$ cat config.mk
export PLATFORM = sky130hd
export DESIGN_NAME = cms_ctrl
export DESIGN_NICKNAME = d
export VERILOG_FILES = /design/src/common/cms_pkg.sv /design/src/rtl/cms_iv_gen.sv /design/src/rtl/cms_bearer_mode.sv /design/src/rtl/cms_ctrl.sv
export SDC_FILE = /design/constraint.sdc
export NUM_CORES = 1
export LEC_CHECK = 0
export ABC_AREA = 1
export BUFFER_PORTS_ARGS = -buffer_cell sky130_fd_sc_hd__clkbuf_2
export CAP_MARGIN = 15
export CORE_UTILIZATION = 51
export DETAILED_ROUTE_END_ITERATION = 10
export PLACE_DENSITY_LB_ADDON = 0.08
export SLEW_MARGIN = 5
export SYNTH_ARGS = -nofsm -noshare
export SYNTH_HDL_FRONTEND = slang
export SYNTH_SLANG_ARGS = --single-unit
export TNS_END_PERCENT = 5
$ cat constraint.sdc
create_clock -name core_clk_in -period 6.3 [get_ports core_clk_in]
set_input_delay 0.315 -clock core_clk_in [delete_from_list [all_inputs] [get_ports core_clk_in]]
set_output_delay 0.315 -clock core_clk_in [all_outputs]
set_load 0.02 [all_outputs]
$ cat src/common/cms_pkg.sv
// shared constants and carrier types for the cipher mode switch controller
package cms_pkg;

  // ----------------------------------------------------------------
  // message codes (fixed encodings, defined here for request, confirm and grant)
  // ----------------------------------------------------------------
  localparam logic [3:0] MSG_NONE      = 4'h0;
  localparam logic [3:0] MSG_ON_REQ    = 4'h1;
  localparam logic [3:0] MSG_ON_CONF   = 4'h2;
  localparam logic [3:0] MSG_ON_GRANT  = 4'h3;
  localparam logic [3:0] MSG_OFF_REQ   = 4'h4;
  localparam logic [3:0] MSG_OFF_CONF  = 4'h5;
  localparam logic [3:0] MSG_OFF_GRANT = 4'h6;

  // ----------------------------------------------------------------
  // retry windows, counted in own-parity frames
  // ----------------------------------------------------------------
  localparam logic [2:0] PS_REQ_TRIES  = 3'd5; // requests from the portable side
  localparam logic [2:0] FS_CONF_TRIES = 3'd6; // odd frames 2S+1 .. 2S+11

  // ----------------------------------------------------------------
  // init vector layout
  // ----------------------------------------------------------------
  localparam int IV_W       = 35;
  localparam int IV_FN_LSB  = 0;
  localparam int IV_FN_W    = 4;
  localparam int IV_MFN_LSB = 4;
  localparam int IV_MFN_W   = 24;
  localparam int KEY_W      = 64;
  localparam int BEARER_N   = 4;

  // ----------------------------------------------------------------
  // carriers
  // ----------------------------------------------------------------
  typedef struct packed {
    logic [IV_MFN_W-1:0] mfn;
    logic [IV_FN_W-1:0]  fn;
  } cms_frame_t;

  typedef struct packed {
    logic       valid;
    logic [3:0] code;
  } cms_msg_t;

  typedef struct packed {
    logic            load;       // keystream generator reload this frame
    logic [IV_W-1:0] iv;
    logic            seg_first;  // first segment used for transmit
  } cms_ksg_t;

endpackage

$ cat src/rtl/cms_iv_gen.sv
// init vector builder for the keystream generator
`timescale 1ns/100ps
`default_nettype none
module cms_iv_gen (
  input  wire cms_pkg::cms_frame_t frame_in,
  output logic [cms_pkg::IV_W-1:0] iv_out
);
  // ------------------------------------------------------------
  // frame number low, multiframe number above, top bits zero
  // ------------------------------------------------------------
  assign iv_out = {{(cms_pkg::IV_W - cms_pkg::IV_FN_W - cms_pkg::IV_MFN_W){1'b0}},
                   frame_in.mfn, frame_in.fn};
endmodule
`default_nettype wire

$ cat src/rtl/cms_bearer_mode.sv
// per-bearer cipher mode register that follows the connection mode
`timescale 1ns/100ps
`default_nettype none
module cms_bearer_mode (
  input  wire logic                          core_clk_in,
  input  wire logic                          rst_in,
  input  wire logic                          ce_in,
  input  wire logic [cms_pkg::BEARER_N-1:0]  bearer_up_in,
  input  wire logic                          conn_mode_in,
  output logic      [cms_pkg::BEARER_N-1:0]  bearer_enc_out
);
  // ------------------------------------------------------------
  // active bearers track the connection mode; idle bearers clear,
  // so a new bearer takes the current mode when it comes up
  // ------------------------------------------------------------
  always_ff @(posedge core_clk_in or posedge rst_in) begin
    if (rst_in) begin
      bearer_enc_out <= '0;
    end else if (ce_in) begin
      for (int i = 0; i < cms_pkg::BEARER_N; i++) begin
        bearer_enc_out[i] <= bearer_up_in[i] & conn_mode_in;
      end
    end
  end
endmodule
`default_nettype wire

$ cat src/rtl/cms_ctrl.sv
// cipher mode switch controller for both endpoint roles
//
// Summary of operation
// - mode switches only via control messages, duplex bearer
// - portable side sends in even frames, second half
// - fixed side sends in odd frames, first half
// - control messages always sent and taken clear
// - portable side initiates; fixed side only responds
// - mode applies to all bearers, new ones too
// - cipher-on request up to five even frames
// - confirm reported upward, else release with indication
// - portable decrypts from confirm field, discards before
// - grant next even frame, encrypt from it on
// - fixed enters encrypted, confirms odd frames to 2S+11
// - no grant in window: fixed side releases
// - fixed: 2S+1 clear, discard, decrypt from grant
// - cipher-off request likewise, confirm or release
// - portable stops decrypting at off confirm field
// - off grant next even frame, clear onward
// - fixed enters clear, confirms to 2S+11, else releases
// - fixed: 2S+1 encrypted, discard, clear from grant
// - handed-over bearer adopts mode, same key and vector
// - clear mode serves handover; restore is optional
// - init vector: frame, multiframe, zero top bits
// - first segment downlink, second segment uplink
`timescale 1ns/100ps
`default_nettype none
module cms_ctrl (
  input  wire logic                             core_clk_in,
  input  wire logic                             rst_in,
  input  wire logic                             ce_in,
  input  wire logic                             role_fixed_in,
  input  wire logic                             frame_start_in,
  input  wire logic                             half_start_in,
  input  wire cms_pkg::cms_frame_t              frame_in,
  input  wire logic                             duplex_ok_in,
  input  wire logic                             cipher_switch_request_prim_in,
  input  wire logic                             req_encrypt_in,
  input  wire cms_pkg::cms_msg_t                rx_msg_in,
  input  wire logic [cms_pkg::BEARER_N-1:0]     bearer_up_in,
  input  wire logic [cms_pkg::KEY_W-1:0]        cipher_key_in,
  output logic                                  cipher_switch_confirm_prim_out,
  output logic                                  cipher_switch_indication_prim_out,
  output logic                                  link_release_indication_out,
  output cms_pkg::cms_msg_t                     tx_msg_out,
  output logic                                  tx_encrypt_out,
  output logic                                  rx_decrypt_out,
  output logic                                  rx_discard_out,
  output logic                                  conn_encrypted_out,
  output logic                                  busy_out,
  output cms_pkg::cms_ksg_t                     ksg_out,
  output logic [cms_pkg::KEY_W-1:0]             cipher_key_out,
  output logic [cms_pkg::BEARER_N-1:0]          bearer_enc_out
);

  // ------------------------------------------------------------
  // state and helpers
  // ------------------------------------------------------------
  typedef enum logic [2:0] {
    CMS_IDLE,
    CMS_PS_REQ,
    CMS_PS_GRANT,
    CMS_FS_CONF,
    CMS_RELEASED
  } cms_state_t;

  cms_state_t                  state;
  logic                        target_on;   // direction of switch in progress
  logic [2:0]                  tries;       // own-parity frames used so far
  logic                        pend_req;    // upper layer request held until even frame
  logic                        tx_mode;
  logic                        rx_mode;
  logic [cms_pkg::IV_W-1:0]    iv_now;

  // even frame test behind even_f, which several places use
  function automatic logic is_even(input cms_pkg::cms_frame_t f);
    return ~f.fn[0];
  endfunction

  // code of the message that matches the switch direction
  function automatic logic [3:0] code_of(input logic on, input logic [1:0] kind);
    unique case (kind)
      2'd0:    return on ? cms_pkg::MSG_ON_REQ   : cms_pkg::MSG_OFF_REQ;
      2'd1:    return on ? cms_pkg::MSG_ON_CONF  : cms_pkg::MSG_OFF_CONF;
      default: return on ? cms_pkg::MSG_ON_GRANT : cms_pkg::MSG_OFF_GRANT;
    endcase
  endfunction

  wire logic even_f  = is_even(frame_in);
  // portable sends in even second half, fixed in odd first half
  wire logic ps_slot = ~role_fixed_in & even_f & half_start_in;
  wire logic fs_slot = role_fixed_in & ~even_f & frame_start_in;
  wire logic rx_v    = rx_msg_in.valid & duplex_ok_in;

  wire logic got_conf  = rx_v & (rx_msg_in.code == code_of(target_on, 2'd1));
  wire logic got_grant = rx_v & (rx_msg_in.code == code_of(target_on, 2'd2));
  wire logic got_on    = rx_v & (rx_msg_in.code == cms_pkg::MSG_ON_REQ);
  wire logic got_off   = rx_v & (rx_msg_in.code == cms_pkg::MSG_OFF_REQ);

  // next modes feed the status flops, so the cipher flags change in the
  // same cycle as the message that switches them, not one cycle later
  wire logic next_rx_mode =
    ((!role_fixed_in && state == CMS_PS_REQ && got_conf)
     || (role_fixed_in && state == CMS_FS_CONF && got_grant)) ? target_on : rx_mode;
  wire logic next_tx_mode =
    (!role_fixed_in && state == CMS_PS_GRANT && ps_slot) ? target_on :
    (role_fixed_in && state == CMS_IDLE && (got_on || got_off)) ? got_on : tx_mode;

  cms_iv_gen u_iv (
    .frame_in (frame_in),
    .iv_out   (iv_now)
  );

  cms_bearer_mode u_bearer (
    .core_clk_in    (core_clk_in),
    .rst_in         (rst_in),
    .ce_in          (ce_in),
    .bearer_up_in   (bearer_up_in),
    .conn_mode_in   (tx_mode),
    .bearer_enc_out (bearer_enc_out)
  );

  // ------------------------------------------------------------
  // upper layer request latch, portable role only
  // ------------------------------------------------------------
  // a request while busy or on the fixed side is dropped: the fixed
  // side never starts a switch of its own
  always_ff @(posedge core_clk_in or posedge rst_in) begin
    if (rst_in) begin
      pend_req <= 1'b0;
    end else if (ce_in) begin
      if (state == CMS_IDLE && cipher_switch_request_prim_in && !role_fixed_in) begin
        pend_req <= 1'b1;
      end else if (state != CMS_IDLE) begin
        pend_req <= 1'b0;
      end
    end
  end

  // ------------------------------------------------------------
  // handshake state machine with retry counter
  // ------------------------------------------------------------
  always_ff @(posedge core_clk_in or posedge rst_in) begin
    if (rst_in) begin
      state     <= CMS_IDLE;
      target_on <= 1'b0;
      tries     <= 3'd0;
    end else if (ce_in) begin
      unique case (state)
        CMS_IDLE: begin
          tries <= 3'd0;
          if (pend_req && ps_slot) begin
            target_on <= req_encrypt_in;
            state     <= CMS_PS_REQ;
          end else if (role_fixed_in && (got_on || got_off)) begin
            target_on <= got_on;
            state     <= CMS_FS_CONF;
          end
        end
        CMS_PS_REQ: begin
          if (got_conf) begin
            state <= CMS_PS_GRANT;
          end else if (ps_slot) begin
            // counter advances only on own-parity frames
            if (tries == cms_pkg::PS_REQ_TRIES) begin
              state <= CMS_RELEASED;
            end else begin
              tries <= tries + 3'd1;
            end
          end
        end
        CMS_PS_GRANT: begin
          if (ps_slot) begin
            state <= CMS_IDLE;
          end
        end
        CMS_FS_CONF: begin
          if (got_grant) begin
            state <= CMS_IDLE;
          end else if (fs_slot) begin
            if (tries == cms_pkg::FS_CONF_TRIES) begin
              state <= CMS_RELEASED;
            end else begin
              tries <= tries + 3'd1;
            end
          end
        end
        CMS_RELEASED: begin
          state <= CMS_RELEASED; // left only by reset with the connection
        end
        default: begin
          state <= CMS_IDLE;
        end
      endcase
    end
  end

  // ------------------------------------------------------------
  // transmitted control messages, always clear
  // ------------------------------------------------------------
  // tries counts slots already used, so a slot with tries below the limit
  // carries a message, except the portable slot at tries == PS_REQ_TRIES - 1;
  // the last slot only checks timeout
  always_ff @(posedge core_clk_in or posedge rst_in) begin
    if (rst_in) begin
      tx_msg_out <= '0;
    end else if (ce_in) begin
      tx_msg_out <= '0;
      if (state == CMS_IDLE && pend_req && ps_slot) begin
        tx_msg_out <= '{valid: 1'b1, code: code_of(req_encrypt_in, 2'd0)};
      end else if (state == CMS_PS_REQ && ps_slot && !got_conf
                   && tries != cms_pkg::PS_REQ_TRIES - 3'd1
                   && tries != cms_pkg::PS_REQ_TRIES) begin
        tx_msg_out <= '{valid: 1'b1, code: code_of(target_on, 2'd0)};
      end else if (state == CMS_PS_GRANT && ps_slot) begin
        tx_msg_out <= '{valid: 1'b1, code: code_of(target_on, 2'd2)};
      end else if (state == CMS_FS_CONF && fs_slot && !got_grant
                   && tries != cms_pkg::FS_CONF_TRIES) begin
        tx_msg_out <= '{valid: 1'b1, code: code_of(target_on, 2'd1)};
      end
    end
  end

  // ------------------------------------------------------------
  // transmit and receive cipher modes
  // ------------------------------------------------------------
  always_ff @(posedge core_clk_in or posedge rst_in) begin
    if (rst_in) begin
      tx_mode <= 1'b0;
      rx_mode <= 1'b0;
    end else if (ce_in) begin
      if (!role_fixed_in) begin
        // receive switches on the confirm field itself
        if (state == CMS_PS_REQ && got_conf) begin
          rx_mode <= target_on;
        end
        // transmit switches from the grant frame onward
        if (state == CMS_PS_GRANT && ps_slot) begin
          tx_mode <= target_on;
        end
      end else begin
        // fixed side transmit switches at once on the request
        if (state == CMS_IDLE && (got_on || got_off)) begin
          tx_mode <= got_on;
        end
        if (state == CMS_FS_CONF && got_grant) begin
          rx_mode <= target_on;
        end
      end
    end
  end

  // ------------------------------------------------------------
  // receive discard window between first request and answer
  // ------------------------------------------------------------
  // the fixed side still takes frame 2S+1 in the old mode: discard
  // starts only from the next even frame after the request
  always_ff @(posedge core_clk_in or posedge rst_in) begin
    if (rst_in) begin
      rx_discard_out <= 1'b0;
    end else if (ce_in) begin
      if (state == CMS_PS_REQ) begin
        rx_discard_out <= !got_conf;
      end else if (state == CMS_FS_CONF) begin
        if (got_grant) begin
          rx_discard_out <= 1'b0;
        end else if (frame_start_in && even_f) begin
          rx_discard_out <= 1'b1;
        end
      end else begin
        rx_discard_out <= 1'b0;
      end
    end
  end

  // ------------------------------------------------------------
  // primitives to the upper layer, one-cycle pulses
  // ------------------------------------------------------------
  always_ff @(posedge core_clk_in or posedge rst_in) begin
    if (rst_in) begin
      cipher_switch_confirm_prim_out    <= 1'b0;
      cipher_switch_indication_prim_out <= 1'b0;
      link_release_indication_out       <= 1'b0;
    end else if (ce_in) begin
      cipher_switch_confirm_prim_out    <= state == CMS_PS_REQ && got_conf;
      cipher_switch_indication_prim_out <= state == CMS_FS_CONF && got_grant;
      link_release_indication_out <=
        (state == CMS_PS_REQ && !got_conf && ps_slot && tries == cms_pkg::PS_REQ_TRIES) ||
        (state == CMS_FS_CONF && !got_grant && fs_slot
         && tries == cms_pkg::FS_CONF_TRIES);
    end
  end

  // ------------------------------------------------------------
  // keystream generator control and status outputs
  // ------------------------------------------------------------
  // reload per frame while either direction is ciphered; key and
  // vector are shared by every bearer so a handover reuses them
  always_ff @(posedge core_clk_in or posedge rst_in) begin
    if (rst_in) begin
      ksg_out            <= '0;
      cipher_key_out     <= '0;
      tx_encrypt_out     <= 1'b0;
      rx_decrypt_out     <= 1'b0;
      conn_encrypted_out <= 1'b0;
      busy_out           <= 1'b0;
    end else if (ce_in) begin
      ksg_out.load       <= frame_start_in & (tx_mode | rx_mode);
      ksg_out.iv         <= iv_now;
      ksg_out.seg_first  <= role_fixed_in;
      cipher_key_out     <= cipher_key_in;
      tx_encrypt_out     <= next_tx_mode;
      rx_decrypt_out     <= next_rx_mode;
      conn_encrypted_out <= tx_mode & rx_mode;
      busy_out           <= state != CMS_IDLE;
    end
  end

endmodule
`default_nettype wire

==> Implementation_results.wiki <==
{| class="wikitable"
! Metric !! Value
|-
| Share of final-layout standard cells stronger than drive strength 1 || 0.2974
|-
| Main area contributors after synthesis || sky130_fd_sc_hd__dfrtp_1 57%, sky130_fd_sc_hd__nand2_1 24%, sky130_fd_sc_hd__nand3_1 2.2%, sky130_fd_sc_hd__nor2_1 2.0%, sky130_fd_sc_hd__inv_1 1.4%
|-
| Core Footprint || 0.009864 sq mm
|-
| Worst Setup Path Type || in -> reg
|-
| # DRC || 0
|-
| Synth area leader || sky130_fd_sc_hd__dfrtp_1
|-
| Multi-input gate area in the final layout || 0.001961 sq mm
|-
| Placed wire-length estimate after detailed placement || 9.232 mm
|-
| RSZ-0062 raised after global routing || false
|-
| Power density over the cells || 311.8 mW/mm^2
|-
| Vertical die dimension || 103.3 um
|-
| Area share of the largest cell type after synthesis || 0.5738
|-
| Data arrival at the endpoint of the critical path || 2600 ps
|-
| Synthesized-area fraction occupied by ao, oa, aoi and oai cells || 0.02821
|-
| Total via count in the routed design || 5251
|-
| Post-synthesis cell count || 639
|-
| Worst slew pin tran || 1154 ps
|-
| Worst setup SP type || input pin
|-
| Die Width || 103.3 um
|-
| Number of iterations in the first detailed-routing pass || 7
|-
| Count of max-cap constraint violations || 0
|-
| Max-slew violations || 0
|-
| Die Area || 0.01067 sq mm
|-
| CTS Buf Count || 17
|-
| Antenna violations before repair || 0
|-
| Yosys warns || 0
|-
| Type of the tightest min-delay check || in -> reg
|-
| Input/output buffers || 219
|-
| Peak supply drop || 0.1919 mV
|-
| GRT Total Usage || 0.2995
|-
| Most used flip-flop cell after synthesis || sky130_fd_sc_hd__dfrtp_1
|-
| Post-route core utilization || 0.7778
|-
| Root cell of the clock tree || sky130_fd_sc_hd__clkbuf_8
|-
| Post-synthesis share of cell area spent on full adders, half adders and majority gates || 0.009563
|-
| Number of flops mapped to enable cells by yosys || 0
|-
| Setup tns final || 0 ps
|-
| Effective utilization at floorplan || 0.5306
|-
| Startpoint of the worst register-to-register path || target_on$_DFFE_PP0P_
|-
| XOR/XNOR share of the synthesized area || 0.001673
|-
| Number of global-route vias before repair || 4989
|-
| Achievable Freq || 454.6 MHz
|-
| Sequential element share of the synthesized area || 0.5738
|-
| CTS tree || built
|-
| Number of clock sinks || 120
|-
| H-Tree Level Count || 4
|-
| Library cells used by synthesis || 29
|-
| Wire length per cell after detailed routing || 14.57 um
|-
| Slew Limit Headroom || 0.2306
|-
| Async set or reset register ratio after synthesis || 1.000
|-
| Post-synthesis share of cell area spent on and, or, nand and nor gates || 0.3294
|-
| Clk buf depth || 2
|-
| Row count || 36
|-
| Commonest cells post-synth || 341 x sky130_fd_sc_hd__nand2_1, 120 x sky130_fd_sc_hd__dfrtp_1, 28 x sky130_fd_sc_hd__nor2_1, 23 x sky130_fd_sc_hd__nand3_1, 20 x sky130_fd_sc_hd__inv_1
|-
| Post-synthesis average cell area || 8.191 sq um
|-
| Number of synthesized register bits || 120
|-
| Outcome || finished, final reports clean
|-
| Synthesized cell area || 0.005234 sq mm
|-
| Setup Viol. Count Final || 0
|-
| Clock latency on the worst-skew pair || 520 ps
|-
| Setup slack on the worst flop-to-flop path || 4690 ps
|-
| I/O pin total || 228
|-
| Destination of the worst hold path || cipher_key_out[4]$_DFFE_PP0P_
|-
| Wire length of the first global-routing pass || 23.67 mm
|-
| Number of setup buffers added after CTS || 0
|-
| Data required, critical path || 6700 ps
|-
| Worst-case reg-to-reg path depth || 9
|-
| CP max FO || 115
|-
| Startpoint of the lowest-slack hold path || cipher_key_in[4]
|-
| Vias/cell || 4.898
|-
| Final worst-path cycle share || 0.3492
|-
| Clock-pin slew on the worst setup and hold paths || 50 ps
|-
| Dominant combinational cell family by area after synthesis || simple AND/OR/NAND/NOR gates
|-
| Largest clock skew in the final design || 7.869 ps
|-
| Reg2reg end || rx_decrypt_out$_DFFE_PP0P_
|-
| Area overhead of the layout relative to synthesis || 46.59%
|-
| Final layout net count || 1041
|-
| Fillers || 636
|-
| GRT Residual Overflow || 0
|-
| Most frequent cell after synthesis || sky130_fd_sc_hd__nand2_1
|-
| DRT iter0 DRCs || 212
|-
| Worst Hold Path Cells || 3
|-
| Sequential cell area || 0.003003 sq mm
|-
| Fraction of synthesized area in multiplexers || 0
|-
| ANT nets after route || 0
|-
| Type of destination of the critical path || register
|-
| Total wire length || 15.62 mm
|-
| Pin count of the biggest net entering global routing || 116
|-
| Leakage power total || 4.381 nW
|-
| Final worst path period need || 2200 ps
|-
| Hold Vio Cnt, Final || 0
|-
| Final estimated routing congestion in global placement || 0.8813
|}
[state kept, by name, indices dropped and copies added, names as in the netlist, 3 cells and up]
signal                   flops
state                        3
ksg_out                     30
u_bearer.bearer_enc_out      4
tx_msg_out                   4
cipher_key_out              64
tries                        3
[per-stage QoR]
| step | total power [mW] | cell area, sq um | setup slack [ps] | hold WS [ps] | instances |
|---|---|---|---|---|---|
| 3_5_place_dp | 1.465 | 6354 | 3668 | 378.2 | 964 |
| 5_1_grt | 2.511 | 7670 | 3983 | 0.7697 | 1071 |
| 2_1_floorplan | 1.291 | 5260 | 2799 | 427.6 | 646 |
| 6_report | 2.392 | 7672 | 4100 | 9.502 | 1072 |
| 3_3_place_gp | 1.453 | 6354 | 3687 | 373.2 | 964 |
| 4_1_cts | 2.392 | 7650 | 4214 | 0.3823 | 1069 |
[cell usage in the layout, fill, tap and decap left out, drive strengths merged]
cell type and n:
diode 1, nor3 1, ha 4, buf 3
a21boi 1, o22ai 1, o21ai 18, clkinv 5
bufinv 1, conb 8, a21oi 7, dlygate4sd3 77
nand2 352, dfrtp 120, a22o 1, clkbuf 240
clkinvlp 3, inv 27, nor2 36, nand3 24
nand4 8, xor2 1
[what timing repair did]
action | 4_1_cts | 5_1_grt
hold buffers | 75 | 2
resized for setup | 0 | 0
hold endpoints to repair | 114 | 2
[power breakdown]
part	leakage [nW]	switching, mW	internal, mW
Combinational	2.63	0.363	0.195
Clock	0.265	0.332	0.557
Sequential	1.49	0.0791	0.866
[layout make-up]
| type | instances | share of cell area |
|---|---|---|
| multi-input cells | 462 | 0.2555 |
| repair buffers | 298 | 0.2456 |
| diodes | 1 | 0.0003262 |
| flip-flops and latches | 120 | 0.3914 |
| clock buffers | 22 | 0.06164 |
| well taps | 133 | 0.02169 |
| clock inverters | 8 | 0.009459 |
| inverters | 28 | 0.01435 |
[worst max path at each step]
stage / endpoint / cells past startpoint / start / slack, ps
floorplan: busy_out$_DFFE_PP0P_ / 1 / rst_in / 2800
global placement: rx_decrypt_out$_DFFE_PP0P_ / 5 / ce_in / 3690
detailed placement: rx_decrypt_out$_DFFE_PP0P_ / 5 / ce_in / 3670
CTS: rx_decrypt_out$_DFFE_PP0P_ / 5 / ce_in / 4210
global route: ksg_out[36]$_DFFE_PP0P_ / 5 / ce_in / 3980
finish: rx_decrypt_out$_DFFE_PP0P_ / 5 / ce_in / 4100
[logic make-up after synthesis]
kind of cell | Yosys count
other | 1
XOR/XNOR | 1
AO/OA/AOI/OAI | 28
adder cells (fa/ha/maj) | 4
buffers and inverters | 64
flip-flops | 120
AND/OR/NAND/NOR | 421
[critical path: stages]
cell	delay (ps)
sky130_fd_sc_hd__buf_4	800
sky130_fd_sc_hd__inv_2	470
sky130_fd_sc_hd__buf_4	520
sky130_fd_sc_hd__a21oi_1	230
sky130_fd_sc_hd__o21ai_1	80
[layer usage]
layer | part of all wire | track usage
met1 | 0.39 | 0.3423
met2 | 0.52 | 0.5164
met3 | 0.069 | 0.1042
met4 | 0.026 | 0.1203
met5 | 0 | 0
Power figures use the tool's default switching activity.
